`src/mesb_pkg.sv`:
```
// package for the map error status block: register map, bit positions, carriers
// assumes: 32-bit axi4-lite, word-aligned registers
package mesb_pkg;
  localparam logic [7:0] ADDR_SUMMARY = 8'h00;
  localparam logic [7:0] ADDR_MASK = 8'h04;
  localparam logic [7:0] ADDR_MODE = 8'h08;
  localparam int BIT_ME = 14;
  localparam int BIT_MAP_CORR = 13;
  localparam int BIT_MAP_UNCORR = 12;
  localparam int BIT_IPF = 11;
  localparam int BIT_XLAT_CORR = 10;
  localparam int MASK_IVI = 31;
  localparam int MASK_IPF = 11;
  localparam int MASK_CORR = 10;
  localparam int MASK_UNCORR = 9;
  localparam logic [31:0] MASK_RESET = 32'h0000_0000;
  localparam logic [1:0] MODE_RESET = 2'h0;
  localparam logic [1:0] RESP_OKAY = 2'h0;
  localparam logic [1:0] RESP_SLVERR = 2'h2;

  // error events from the translation datapath, one-cycle pulses
  typedef struct packed {
    logic mapReadCorr;
    logic mapReadUncorr;
    logic invalidFrame;
    logic invalidFrameLossy;
    logic xlatCorr;
  } mesb_event_s;

  typedef struct packed {
    logic readErrorAddressLock;
    logic busErrorAddressLock;
    logic irqRequest;
    logic impliedVectorRequest;
  } mesb_status_s;
endpackage

```
`src/mesb_flag.sv`:
```
// one write-one-to-clear sticky flag; set wins over clear
// assumes: set and clear come from logic on clk
`timescale 1ns/100ps
`default_nettype none
module mesb_flag (
  // clock and reset
  input wire logic clk,
  input wire logic rstn,
  // control
  input wire logic set,
  input wire logic clr,
  // state
  output logic flag
);
  logic flag_d;
  logic flag_q;

  always_comb begin
    flag_d = flag_q;
    if (clr) begin
      flag_d = 1'b0;
    end
    if (set) begin
      flag_d = 1'b1;
    end
  end

  always_ff @(posedge clk) begin
    if (!rstn) begin
      flag_q <= 1'b0;
    end else begin
      flag_q <= flag_d;
    end
  end

  assign flag = flag_q;
endmodule
`default_nettype wire

```
`src/mesb_map_errors.sv`:
```
// map error status flags of the adapter error summary register, axi4-lite slave
// assumes: event pulses synchronous to clk; address registers live elsewhere
// status outputs are registered levels; the vector request is a one-cycle pulse
`timescale 1ns/100ps
`default_nettype none
module mesb_map_errors (
  // clock and reset
  input wire logic clk,
  input wire logic rstn,
  // axi4-lite write address
  input wire logic [7:0] s_axi_awaddr,
  input wire logic s_axi_awvalid,
  output logic s_axi_awready,
  // axi4-lite write data
  input wire logic [31:0] s_axi_wdata,
  input wire logic [3:0] s_axi_wstrb,
  input wire logic s_axi_wvalid,
  output logic s_axi_wready,
  // axi4-lite write response
  output logic [1:0] s_axi_bresp,
  output logic s_axi_bvalid,
  input wire logic s_axi_bready,
  // axi4-lite read address
  input wire logic [7:0] s_axi_araddr,
  input wire logic s_axi_arvalid,
  output logic s_axi_arready,
  // axi4-lite read data
  output logic [31:0] s_axi_rdata,
  output logic [1:0] s_axi_rresp,
  output logic s_axi_rvalid,
  input wire logic s_axi_rready,
  // datapath events
  input wire mesb_pkg::mesb_event_s events,
  // status toward address registers and interrupt logic
  output mesb_pkg::mesb_status_s status
);
  // write channel state
  logic awTaken_q;
  logic awTaken_d;
  logic wTaken_q;
  logic wTaken_d;
  logic awReady_q;
  logic awReady_d;
  logic wReady_q;
  logic wReady_d;
  logic [7:0] awAddr_q;
  logic [7:0] awAddr_d;
  logic [31:0] wData_q;
  logic [31:0] wData_d;
  logic [3:0] wStrb_q;
  logic [3:0] wStrb_d;
  logic bValid_q;
  logic bValid_d;
  logic [1:0] bResp_q;
  logic [1:0] bResp_d;
  // read channel state
  logic arReady_q;
  logic arReady_d;
  logic rValid_q;
  logic rValid_d;
  logic [31:0] rData_q;
  logic [31:0] rData_d;
  logic [1:0] rResp_q;
  logic [1:0] rResp_d;
  // software control and status state
  logic [31:0] mask_q;
  logic [31:0] mask_d;
  logic [1:0] mode_q;
  logic [1:0] mode_d;
  mesb_pkg::mesb_status_s status_q;
  mesb_pkg::mesb_status_s status_d;

  logic doWrite;
  logic awHit;
  logic wrSummary;
  logic wrMask;
  logic wrMode;
  logic [31:0] readWord;
  logic readHit;
  logic [31:0] wordMask;
  logic [4:0] setVec;
  logic [4:0] clrVec;
  logic [4:0] flagVec;
  logic anyEvent;
  logic anyPending;
  logic xlatOn;

  // bus slave: address and data taken independently, response after both
  always_comb begin
    awTaken_d = awTaken_q;
    wTaken_d = wTaken_q;
    awAddr_d = awAddr_q;
    wData_d = wData_q;
    wStrb_d = wStrb_q;
    bValid_d = bValid_q;
    bResp_d = bResp_q;
    awReady_d = 1'b0;
    wReady_d = 1'b0;
    doWrite = 1'b0;
    if (s_axi_awvalid && !awTaken_q && !bValid_q) begin
      awTaken_d = 1'b1;
      awReady_d = 1'b1;
      awAddr_d = s_axi_awaddr;
    end
    if (s_axi_wvalid && !wTaken_q && !bValid_q) begin
      wTaken_d = 1'b1;
      wReady_d = 1'b1;
      wData_d = s_axi_wdata;
      wStrb_d = s_axi_wstrb;
    end
    if (awTaken_q && wTaken_q && !bValid_q) begin
      doWrite = 1'b1;
      awTaken_d = 1'b0;
      wTaken_d = 1'b0;
      bValid_d = 1'b1;
      if (awHit) begin
        bResp_d = mesb_pkg::RESP_OKAY;
      end else begin
        bResp_d = mesb_pkg::RESP_SLVERR;
      end
    end
    if (bValid_q && s_axi_bready) begin
      bValid_d = 1'b0;
    end
  end

  always_comb begin
    for (int i = 0; i < 4; i++) begin
      wordMask[i*8 +: 8] = {8{wStrb_q[i]}};
    end
  end

  // write address decode
  always_comb begin
    awHit = (awAddr_q == mesb_pkg::ADDR_SUMMARY) || (awAddr_q == mesb_pkg::ADDR_MASK) ||
            (awAddr_q == mesb_pkg::ADDR_MODE);
    wrSummary = doWrite && (awAddr_q == mesb_pkg::ADDR_SUMMARY);
    wrMask = doWrite && (awAddr_q == mesb_pkg::ADDR_MASK);
    wrMode = doWrite && (awAddr_q == mesb_pkg::ADDR_MODE);
  end

  // control registers written by software
  always_comb begin
    mask_d = mask_q;
    mode_d = mode_q;
    if (wrMask) begin
      mask_d = (mask_q & ~wordMask) | (wData_q & wordMask);
    end
    if (wrMode && wStrb_q[0]) begin
      mode_d = wData_q[1:0];
    end
  end

  // flag set and clear terms, order: me, map corr, map uncorr, ipf, xlat corr
  assign xlatOn = (mode_q != 2'h0);
  always_comb begin
    setVec[4] = 1'b0;
    setVec[3] = events.mapReadCorr;
    setVec[2] = events.mapReadUncorr;
    setVec[1] = events.invalidFrame;
    setVec[0] = events.xlatCorr && xlatOn;
    anyEvent = |setVec[3:0];
    anyPending = |flagVec;
    setVec[4] = anyEvent && anyPending;
    clrVec = '0;
    if (wrSummary && wStrb_q[1]) begin
      clrVec = wData_q[mesb_pkg::BIT_XLAT_CORR +: 5];
    end
  end

  genvar g;
  generate
    for (g = 0; g < 5; g++) begin : gFlag
      mesb_flag uFlag (
        .clk(clk),
        .rstn(rstn),
        .set(setVec[g]),
        .clr(clrVec[g]),
        .flag(flagVec[g])
      );
    end
  endgenerate

  // locks and the irq request follow the flags; the vector request follows the events
  always_comb begin
    status_d.readErrorAddressLock = flagVec[3] | flagVec[2];
    status_d.busErrorAddressLock = flagVec[1] | flagVec[0];
    status_d.irqRequest = (flagVec[3] & mask_q[mesb_pkg::MASK_CORR])
                        | (flagVec[2] & mask_q[mesb_pkg::MASK_UNCORR])
                        | (flagVec[1] & mask_q[mesb_pkg::MASK_IPF])
                        | (flagVec[0] & mask_q[mesb_pkg::MASK_CORR]);
    status_d.impliedVectorRequest = events.invalidFrame && events.invalidFrameLossy &&
                                    mask_q[mesb_pkg::MASK_IVI];
  end

  // read data selection
  always_comb begin
    readWord = 32'h0000_0000;
    readHit = 1'b1;
    unique case (s_axi_araddr)
      mesb_pkg::ADDR_SUMMARY: readWord[mesb_pkg::BIT_XLAT_CORR +: 5] = flagVec;
      mesb_pkg::ADDR_MASK: readWord = mask_q;
      mesb_pkg::ADDR_MODE: readWord[1:0] = mode_q;
      default: readHit = 1'b0;
    endcase
  end

  // read channel, one cycle to answer
  always_comb begin
    arReady_d = 1'b0;
    rValid_d = rValid_q;
    rData_d = rData_q;
    rResp_d = rResp_q;
    if (rValid_q && s_axi_rready) begin
      rValid_d = 1'b0;
    end
    if (s_axi_arvalid && !arReady_q && !rValid_q) begin
      arReady_d = 1'b1;
      rValid_d = 1'b1;
      rData_d = readWord;
      if (readHit) begin
        rResp_d = mesb_pkg::RESP_OKAY;
      end else begin
        rResp_d = mesb_pkg::RESP_SLVERR;
      end
    end
  end

  // write channel registers; awready and wready are one-cycle pulses
  always_ff @(posedge clk) begin
    if (!rstn) begin
      awTaken_q <= 1'b0;
      wTaken_q <= 1'b0;
      awReady_q <= 1'b0;
      wReady_q <= 1'b0;
      awAddr_q <= 8'h00;
      wData_q <= 32'h0000_0000;
      wStrb_q <= 4'h0;
      bValid_q <= 1'b0;
      bResp_q <= 2'h0;
    end else begin
      awTaken_q <= awTaken_d;
      wTaken_q <= wTaken_d;
      awReady_q <= awReady_d;
      wReady_q <= wReady_d;
      awAddr_q <= awAddr_d;
      wData_q <= wData_d;
      wStrb_q <= wStrb_d;
      bValid_q <= bValid_d;
      bResp_q <= bResp_d;
    end
  end

  // read channel registers
  always_ff @(posedge clk) begin
    if (!rstn) begin
      arReady_q <= 1'b0;
      rValid_q <= 1'b0;
      rData_q <= 32'h0000_0000;
      rResp_q <= 2'h0;
    end else begin
      arReady_q <= arReady_d;
      rValid_q <= rValid_d;
      rData_q <= rData_d;
      rResp_q <= rResp_d;
    end
  end

  // software control registers
  always_ff @(posedge clk) begin
    if (!rstn) begin
      mask_q <= mesb_pkg::MASK_RESET;
      mode_q <= mesb_pkg::MODE_RESET;
    end else begin
      mask_q <= mask_d;
      mode_q <= mode_d;
    end
  end

  // status registers
  always_ff @(posedge clk) begin
    if (!rstn) begin
      status_q <= '0;
    end else begin
      status_q <= status_d;
    end
  end

  assign s_axi_awready = awReady_q;
  assign s_axi_wready = wReady_q;
  assign s_axi_bvalid = bValid_q;
  assign s_axi_bresp = bResp_q;
  assign s_axi_arready = arReady_q;
  assign s_axi_rvalid = rValid_q;
  assign s_axi_rdata = rData_q;
  assign s_axi_rresp = rResp_q;
  assign status = status_q;
endmodule
`default_nettype wire

```
`config.mk`:
```
export PLATFORM = sky130hd
export DESIGN_NAME = mesb_map_errors
export DESIGN_NICKNAME = d
export VERILOG_FILES = /design/src/mesb_pkg.sv /design/src/mesb_flag.sv /design/src/mesb_map_errors.sv
export SDC_FILE = /design/constraint.sdc
export NUM_CORES = 1
export LEC_CHECK = 0
export BUFFER_PORTS_ARGS = -buffer_cell sky130_fd_sc_hd__buf_2
export CORE_MARGIN = 2
export CORE_UTILIZATION = 50
export DETAILED_ROUTE_END_ITERATION = 8
export GPL_TIMING_DRIVEN = 0
export PLACE_DENSITY_LB_ADDON = 0.12
export SYNTH_ARGS = -nofsm -noshare
export SYNTH_HDL_FRONTEND = slang
export SYNTH_SLANG_ARGS = --single-unit
```
`constraint.sdc`:
```
create_clock -name clk -period 2.3 [get_ports clk]
set_clock_uncertainty 0.05 [all_clocks]
set_input_delay 0.345 -clock clk [delete_from_list [all_inputs] [get_ports clk]]
set_output_delay 0.345 -clock clk [all_outputs]
set_load 0.02 [all_outputs]
```
## Word-level counts from Yosys, hierarchy flattened

Index checks and enable logic that the tools add are counted.
Widths: inputs -> output; s select.

| operators by class | value |
|---|---|
| reductions and logical operators | 40 |
| equal/unequal tests | 4 |
| bitwise logic cells | 14 |
| mux-type cells | 24 |

Operator list:

| operator | number |
|---|---|
| $and 32x32->32 | 2 |
| $not 32->32 | 1 |
| $or 32x32->32 | 1 |
| $logic_and 1x1->1 | 19 |
| $mux 1 | 17 |
| $mux 17 | 1 |
| $eq 8x3->1 const B | 2 |
| $eq 8x4->1 const B | 2 |
| $logic_not 8->1 | 2 |
| $reduce_bool 2->1 | 7 |
| $pmux 5 s2 | 1 |
| $mux 8 | 1 |
| $logic_not 1->1 | 5 |
| $mux 5 | 1 |
| $or 1x1->1 | 5 |
| $reduce_or 5->1 | 1 |
| $and 1x1->1 | 4 |
| $mux 2 | 2 |
| $pmux 2 s2 | 1 |
| $reduce_or 2->1 | 2 |
| $reduce_or 4->1 | 1 |
| $reduce_or 3->1 | 1 |
| $logic_or 1x1->1 | 2 |
| $not 1->1 | 1 |

| word-level totals | value |
|---|---|
| output and inout bits | 45 |
| logic and storage cells | 106 |
| input port bits | 64 |
| register bits | 130 |

## Depth between registers and ports, before layout

Gate-level depths: netlist of run 1.

| depth | value |
|---|---|
| depth after elaboration | 8 |
| depth in mapped cells | 6 |
| depth with buffers taken out | 4 |

## By module

From an unflattened synthesis of run 1, not the netlist that was laid out.

| second synthesis, totals | value |
|---|---|
| cells, all modules | 538 |
| area, all modules | 4859.7 sq um |

By module, submodules not included:

| module | area each (sq um) | times used | cells each |
|---|---|---|---|
| mesb_map_errors | 4653.2 | 1 | 523 |
| mesb_flag | 41.3 | 5 | 3 |

## Least setup slack after synthesis of run 1

No wires, ideal clock.

| timing path | value |
|---|---|
| kind | reg2reg |
| start | reg awAddr_q[7] |
| end | reg mode_q[0] |
| arrival time | 1.804 ns |
| period minus slack after synthesis | 1.972 ns |
| path buffers | 0 |
| data required time | 2.132 ns |
| path slack | 0.328 ns |
| cell stages (with the launch flop) | 5 |
| setup time | 0.118 ns |
| path through | dfxtp_1 or4_4 or2_4 or4_4 mux2i_1 |

| between the ends | value |
|---|---|
| cells in the longest elaborated chain, start to end | 3 |

RTL lines:

| what | RTL line | source |
|---|---|---|
| from (decl) | mesb_map_errors.sv:46 | `logic [7:0] awAddr_q;` |
| from (signal assigned) | mesb_map_errors.sv:246 | `awAddr_q <= awAddr_d;` |
| $eq 8x4->1 | mesb_map_errors.sv:139 | `wrMode = doWrite && (awAddr_q == mesb_pkg::ADDR_MODE);` |
| $logic_and 1x1->1 | mesb_map_errors.sv:139 |  |
| $logic_and 1x1->1 | mesb_map_errors.sv:149 | `if (wrMode && wStrb_q[0]) begin` |
| to (signal assigned) | mesb_map_errors.sv:273 | `mode_q <= mesb_pkg::MODE_RESET;` |
| to (signal assigned) | mesb_map_errors.sv:276 | `mode_q <= mode_d;` |
| to (decl) | mesb_map_errors.sv:68 | `logic [1:0] mode_q;` |

No other way between the ends.
A chain may end at the register's enable or synchronous reset.

## Final worst setup path of run 1

| timing path | value |
|---|---|
| start | reg awAddr_q[7] |
| end | reg gFlag[4].uFlag.flag_q |

| between the ends | value |
|---|---|
| cells in the longest elaborated chain, start to end | 5 |

RTL lines:

| what | RTL line | source |
|---|---|---|
| $logic_not 8->1 | mesb_map_errors.sv:137 | `wrSummary = doWrite && (awAddr_q == mesb_pkg::ADDR_SUMMARY);` |
| $logic_and 1x1->1 | mesb_map_errors.sv:137 |  |
| $logic_and 1x1->1 | mesb_map_errors.sv:166 | `if (wrSummary && wStrb_q[1]) begin` |
| $mux 5 | mesb_map_errors.sv:166 |  |
| $reduce_bool 2->1 (no source line) | n/a |  |
| to (signal assigned) | mesb_flag.sv:32 | `flag_q <= flag_d;` |
| to (decl) | mesb_flag.sv:16 | `logic flag_q;` |

No other way between the ends.

==> results of run 1 <==
## through the flow
stage / util [%] / cells / power (mW) / TNS (ps)
after floorplan: - / 507 / 2.621 / 0
after global placement: 58.63 / 723 / 2.748 / 0
after detailed placement: 58.63 / 723 / 2.764 / -38.02
after CTS: 64.63 / 755 / 5.196 / 0
after global routing: 65.20 / 762 / 5.342 / 0
final: 65.20 / 762 / 5.154 / 0
## worst min-delay path: cells and delay by family
kind | cells | cell delay [ps]
buffers and inverters | 1 | 100
AOI/OAI and AO/OA | 1 | 60
and+or+nand+nor | 1 | 40
## worst min-delay path by stage
stage | to | slack, ps | depth (start not counted)
floorplan | flip-flop | 380 | 2
global placement | s_axi_rdata[14] | 380 | 2
detailed placement | s_axi_rdata[14] | 390 | 2
CTS | wData_q[22] | 8 | 3
global route | wData_q[24] | 10 | 3
finish | wData_q[22] | 30 | 3
## metal layers
| metal | share of wire (%) | vias up |
|---|---|---|
| met2 | 45 | 121 |
| met4 | 0.59 | 0 |
| li1 | - | 2020 |
| met3 | 7.4 | 4 |
| met1 | 47 | 1811 |
| met5 | 0 | - |
## power by group
| part | total [mW] | switching, mW | leakage (nW) | internal, mW |
|---|---|---|---|---|
| Combinational | 0.370 | 0.222 | 1.20 | 0.148 |
| Sequential | 2.35 | 0.0521 | 1.04 | 2.29 |
| Clock | 2.44 | 1.00 | 0.253 | 1.44 |
| Total | 5.15 | 1.27 | 2.50 | 3.88 |
## area by class of cell
type	count	share of cell area, %
buffer	35	2.358
clock buffer	17	6.907
clock inverter	15	2.295
inverter	5	0.3130
multi-input combinational	339	33.43
sequential	128	42.74
tap	111	2.316
timing repair buffer	112	9.641
## synthesized netlist by cell type (all sizes together) (4+ instances only)
cell	count
nand2	117
buf	9
nor2b	11
nor4	6
nor2	7
clkbuf	26
o21ai	44
inv	5
dfxtp	128
or4	4
a31oi	4
a22o	25
nand3b	5
o21a	4
mux2i	15
nand3	32
a21boi	38
## layout by cell type (no fill, tap or decap), types with 2 or more instances in the layout
| master | count |
|---|---|
| nor2b_1 | 11 |
| nor3b_1 | 2 |
| buf_1 | 5 |
| o21ai_0 | 29 |
| a21boi_0 | 38 |
| a221o_1 | 2 |
| dfxtp_1 | 128 |
| o21ai_1 | 15 |
| nand3b_1 | 5 |
| nor4_4 | 4 |
| and2_1 | 3 |
| a31oi_1 | 4 |
| or4_1 | 2 |
| buf_2 | 107 |
| nand3_1 | 32 |
| clkinv_2 | 2 |
| nor2_1 | 6 |
| buf_4 | 9 |
| clkbuf_16 | 16 |
| inv_6 | 3 |
| nand2_1 | 117 |
| clkinv_4 | 3 |
| inv_1 | 5 |
| conb_1 | 2 |
| and3_1 | 2 |
| clkbuf_1 | 26 |
| and4_1 | 3 |
| o21a_1 | 4 |
| mux2i_1 | 15 |
| nand2b_1 | 3 |
| or4_4 | 2 |
| a22o_1 | 25 |
| clkinvlp_4 | 6 |
## logic make-up after synthesis
group           after synthesis
flops                       128
compound gates              121
mux                          15
simple gates                201
other cells                   1
buf+inv                      40
## what timing repair did
action / in CTS / in global routing
endpoints found under the setup margin: 1 / 32
buffers inserted: 0 / 7
gates resized for setup: 0 / 0
pin swaps: 1 / 4
==> metrics, run 1 <==
Worst Path Required 2610 ps; fin crit period 2169 ps; number of synthesized flops with an enable pin 0; FF-to-FF Start awAddr_q[7]; Num CTS Buffers 17; number of DRC markers in iteration 0 148; Mean Syn Cell Area 9.335 um^2; family with the most delay on the worst path simple AND/OR/NAND/NOR gates; share of post-route cells with drive strength above 1 24.27%; final setup margin 131.4 ps; Core Rows 35; R2R Path End gFlag[4].uFlag.flag; startpoint of the worst hold path s_axi_wdata[22]; Die ar. 10240 um^2; Distinct cells, synth 41; status finished clean; grt ovf 0; post-synthesis cell area 4723 um^2; detailed-route DRC error count 0; complex-gate fraction of the synthesized area 17.56%; RSZ-0062 raised after global routing no; Slowest cell on crit path or4_4; global-route wire length before repair 17.80 mm; leak pwr 2.496 nW; CP bufs+invs 0; register area share after synthesis 54.25%; Post-DP Area 5391 um^2; CTS tree built; CP peak stage delay 620 ps; CP Depth 4; Synth area leaders dfxtp_1 (54%), nand2_1 (9.3%), a21boi_0 (6.0%), a22o_1 (4.6%), nand3_1 (3.4%); Sequential Area 2562 um^2; crit path launch type flip-flop; clk_lat worst skew 510 ps; DP HPWL 8.280 mm; CP cell instances or4_4 > or2_4 > nor4_2 > a221oi_1; Final ANT Viol Nets 0; crit-path max FO 5; Setup crit end kind flip-flop; Vias 3956; WL/cell 14.64 um; Post-Synth Simple-Gate Area 21.54%; r2r setup slk 130 ps; hold_buf cts 0; # nets final 702; Synth top area share 54.25%; Reg2Reg Depth 4; met3 Use GR 6.970%; vias per cell 5.192; Primary FF master, synth dfxtp_1; Final GP Congestion 0.8196; pin count of the biggest net entering global routing 17; largest family of logic cells by synthesized area simple AND/OR/NAND/NOR gates; worst slack, placed -14.51 ps; filler instances 784; vias in the first global route 3682; Rel. slew slack 56.27%; # setup viols final 0; GR Layer Usage met1 30.42%; Port Buffers 105; clock-pin slew on the worst setup and hold paths 60 ps; H-tree levels 4; cell area after layout 5996 um^2; core box area 9196 um^2; biggest area consumer among synthesized cells dfxtp_1; FMAX 461.1 MHz; Tcrit/Tclk final 94.29%; CP Capture Point gFlag[4].uFlag.flag; Slew @ Worst Pin 654.0 ps; Multi-input gate area 2004 um^2; adder-cell share of the synthesized area 0%; first-pass iteration count of the detailed router 5; Async SR Flop Fraction 0%; Starting Density 51.36%; XOR/XNOR Fraction of Synth Area 0%; Die Span Y 101.2 um; Syn-to-layout area delta 26.94%; CTS Buffer Depth 2; Total Routing Usage GR 22.69%; Final Slew Violations 0; Antenna diodes 0; Mapped Cells 506; critical path arrival 2470 ps; Routed WL 11.15 mm; gr busiest metal met2; hold crit path type in -> reg; Ys Warns 0; Final Hold Slack 29.54 ps; num ports 109; final hold viol count 0; max cap viols 0; Root Driver clkbuf_8; GRT met2 Usage 35.76%; P per Cell Area 859.6 nW/um^2; clock tree sinks 128; Setup CP Type reg -> reg; initial antenna violation count 0; Synth Register Bits 128; mux cell area share after synthesis 3.179%; CP startpoint awAddr_q[7]; peak supply drop 0.5114 mV; DIE WIDTH 101.2 um
No activity file was read; power rests on OpenSTA's default activity.
==> inputs of run 2 (changes only) <==
- PLACE_DENSITY: default -> 0.76
- PLACE_DENSITY_LB_ADDON: 0.12 -> default
==> run 2 against run 1 <==
Power up 1.4%. Global-route usage up 0.20 points. First-iteration DRC count down 8.1%. Setup slack better by 37 ps. Non-clock buffer count down 7. Cell area down 0.63%. Fmax up 1.7%. Wire length up 1.4%. Cell count down 0.92%. Register-to-register slack better by 40 ps. Combinational power up 2%.
==> metrics, run 2 (synthesized netlist as in run 1, its figures left out) <==
filler instances 776; # nets final 695; pin count of the biggest net entering global routing 17; Core Rows 35; Flop pwr share 44.9%; Vias 3999; Tot Pwr 5.227 mW; # setup viols final 0; clk_lat worst skew 510 ps; CP Depth 4; Port Buffers 105; vias per cell 5.297; final core area utilization 64.79%; Final GP Congestion 0.7981; clock-pin slew on the worst setup and hold paths 60 ps; most frequent cells in the layout dfxtp_1 (128), nand2_1 (117), buf_2 (107); max layer used met4; DP HPWL 8.293 mm; CP cell instances or4_4 > nor4_4 > clkbuf_1 > o21ai_0; num ports 109; final hold viol count 0; Reg2Reg Depth 4; leak pwr 2.489 nW; Slowest cell on crit path or4_4; Setup crit end kind flip-flop; core box area 9196 um^2; Worst Path Required 2630 ps; commonest non-fill, non-tap cell in the layout dfxtp_1; CTS tree built; met2 wire len 5.255 mm; cell area after layout 5958 um^2; DIE WIDTH 101.2 um; crit path launch type flip-flop; Antenna diodes 0; Root Driver clkbuf_8; CP bufs+invs 1; Syn-to-layout area delta 26.15%; Die Span Y 101.2 um; WL met3 639 um; family with the most delay on the worst path simple AND/OR/NAND/NOR gates; number of DRC markers in iteration 0 136; final setup margin 168.2 ps; vias in the first global route 3879; WL/cell 14.98 um; Starting Density 51.36%; crit-path max FO 10; Sw Pwr 1.264 mW; critical path arrival 2460 ps; Setup CP Type reg -> reg; Die ar. 10240 um^2; status finished clean; initial antenna violation count 0; share of post-route cells with drive strength above 1 23.76%; Slew @ Worst Pin 653.7 ps; global-route wire length before repair 18.23 mm; Post-DP Area 5391 um^2; Routed WL 11.31 mm; Internal Power 3.963 mW; Final ANT Viol Nets 0; RSZ-0062 raised after global routing no; grt ovf 0; Met1 Routed Length 5.206 mm; Rel. slew slack 56.29%; Switching Fraction 24.19%; Final Slew Violations 0; r2r setup slk 170 ps; first-pass iteration count of the detailed router 5; clock tree sinks 128; worst slack, placed -75.65 ps; fin crit period 2132 ps; setup_tns 0 ps; CP startpoint awAddr_q[7]; FF-to-FF Start awAddr_q[7]; FMAX 469.1 MHz; P per Cell Area 877.3 nW/um^2; clock network fraction of total power 48.0%; detailed-route DRC error count 0; Num CTS Buffers 17; Logic pwr share 7.2%; CP peak stage delay 620 ps; Total Routing Usage GR 22.89%; H-tree levels 4; max cap viols 0; peak supply drop 0.5366 mV; Tcrit/Tclk final 92.69%; CTS Buffer Depth 2; hold crit path type in -> reg
[run 2: cell types whose count changed in the layout (fill, tap and decap cells not counted)]
cell	before	now
buf_4	9	2
clkbuf_1	26	24
clkbuf_2	0	2
clkbuf_8	1	4
clkinv_2	2	4
clkinvlp_4	6	2
inv_6	3	2
[run 2: worst min-delay path by stage]
| stage | start | to | slack [ps] | cells after the start |
|---|---|---|---|---|
| 2_1_floorplan | flip-flop | flip-flop | 380 | 2 |
| 3_3_place_gp | s_axi_rdata[12] | s_axi_rdata[12] | 390 | 2 |
| 3_5_place_dp | flip-flop | flip-flop | 390 | 2 |
| 4_1_cts | s_axi_wdata[0] | wData_q[0] | 20 | 3 |
| 5_1_grt | s_axi_wdata[0] | wData_q[0] | 20 | 3 |
| 6_report | s_axi_wdata[0] | wData_q[0] | 30 | 3 |
[run 2: layout make-up]
| type | count | area [um^2] | share of cell area, % |
|---|---|---|---|
| sequential | 128 | 2562 | 43.01 |
| multi-input combinational | 339 | 2004 | 33.64 |
| timing repair buffer | 105 | 525.5 | 8.820 |
| clock buffer | 20 | 455.4 | 7.644 |
| buffer | 35 | 143.9 | 2.415 |
| tap | 111 | 138.9 | 2.331 |
| clock inverter | 12 | 108.9 | 1.827 |
| inverter | 5 | 18.77 | 0.3150 |
[run 2: power groups by stage]
stage | registers [mW] | logic, mW | clock network, mW
finish | 2.34 | 0.376 | 2.51
CTS | 2.34 | 0.379 | 2.53
floorplan | 2.39 | 0.231 | 0
detailed placement | 2.39 | 0.376 | 0
global placement | 2.39 | 0.365 | 0
global route | 2.35 | 0.419 | 2.63
[run 2: routing by layer]
layer | vias to the layer above | global-route usage [%]
li1 | 2003 | -
met1 | 1851 | 29.93
met2 | 122 | 36.98
met3 | 23 | 5.383
met4 | 0 | 8.732
met5 | - | 0
[run 2: per-stage QoR]
step,hold slack (ps),instances
2_1_floorplan,378.1,507
5_1_grt,17.59,755
3_5_place_dp,392.4,723
4_1_cts,18.62,755
3_3_place_gp,390.1,723
6_report,31.98,755
[run 2: worst reg2reg max path: cells and delay by family, from the launching register on]
kind	cells	cell delay, ps
flops	1	310
buf+inv	1	360
compound gates	1	180
simple gates	2	1100
[run 2: repair_timing]
item | CTS | global route
buffers inserted | 0 | 0
hold buffers | 0 | 0
resized for setup | 0 | 4
endpoints found under the setup margin | 0 | 17
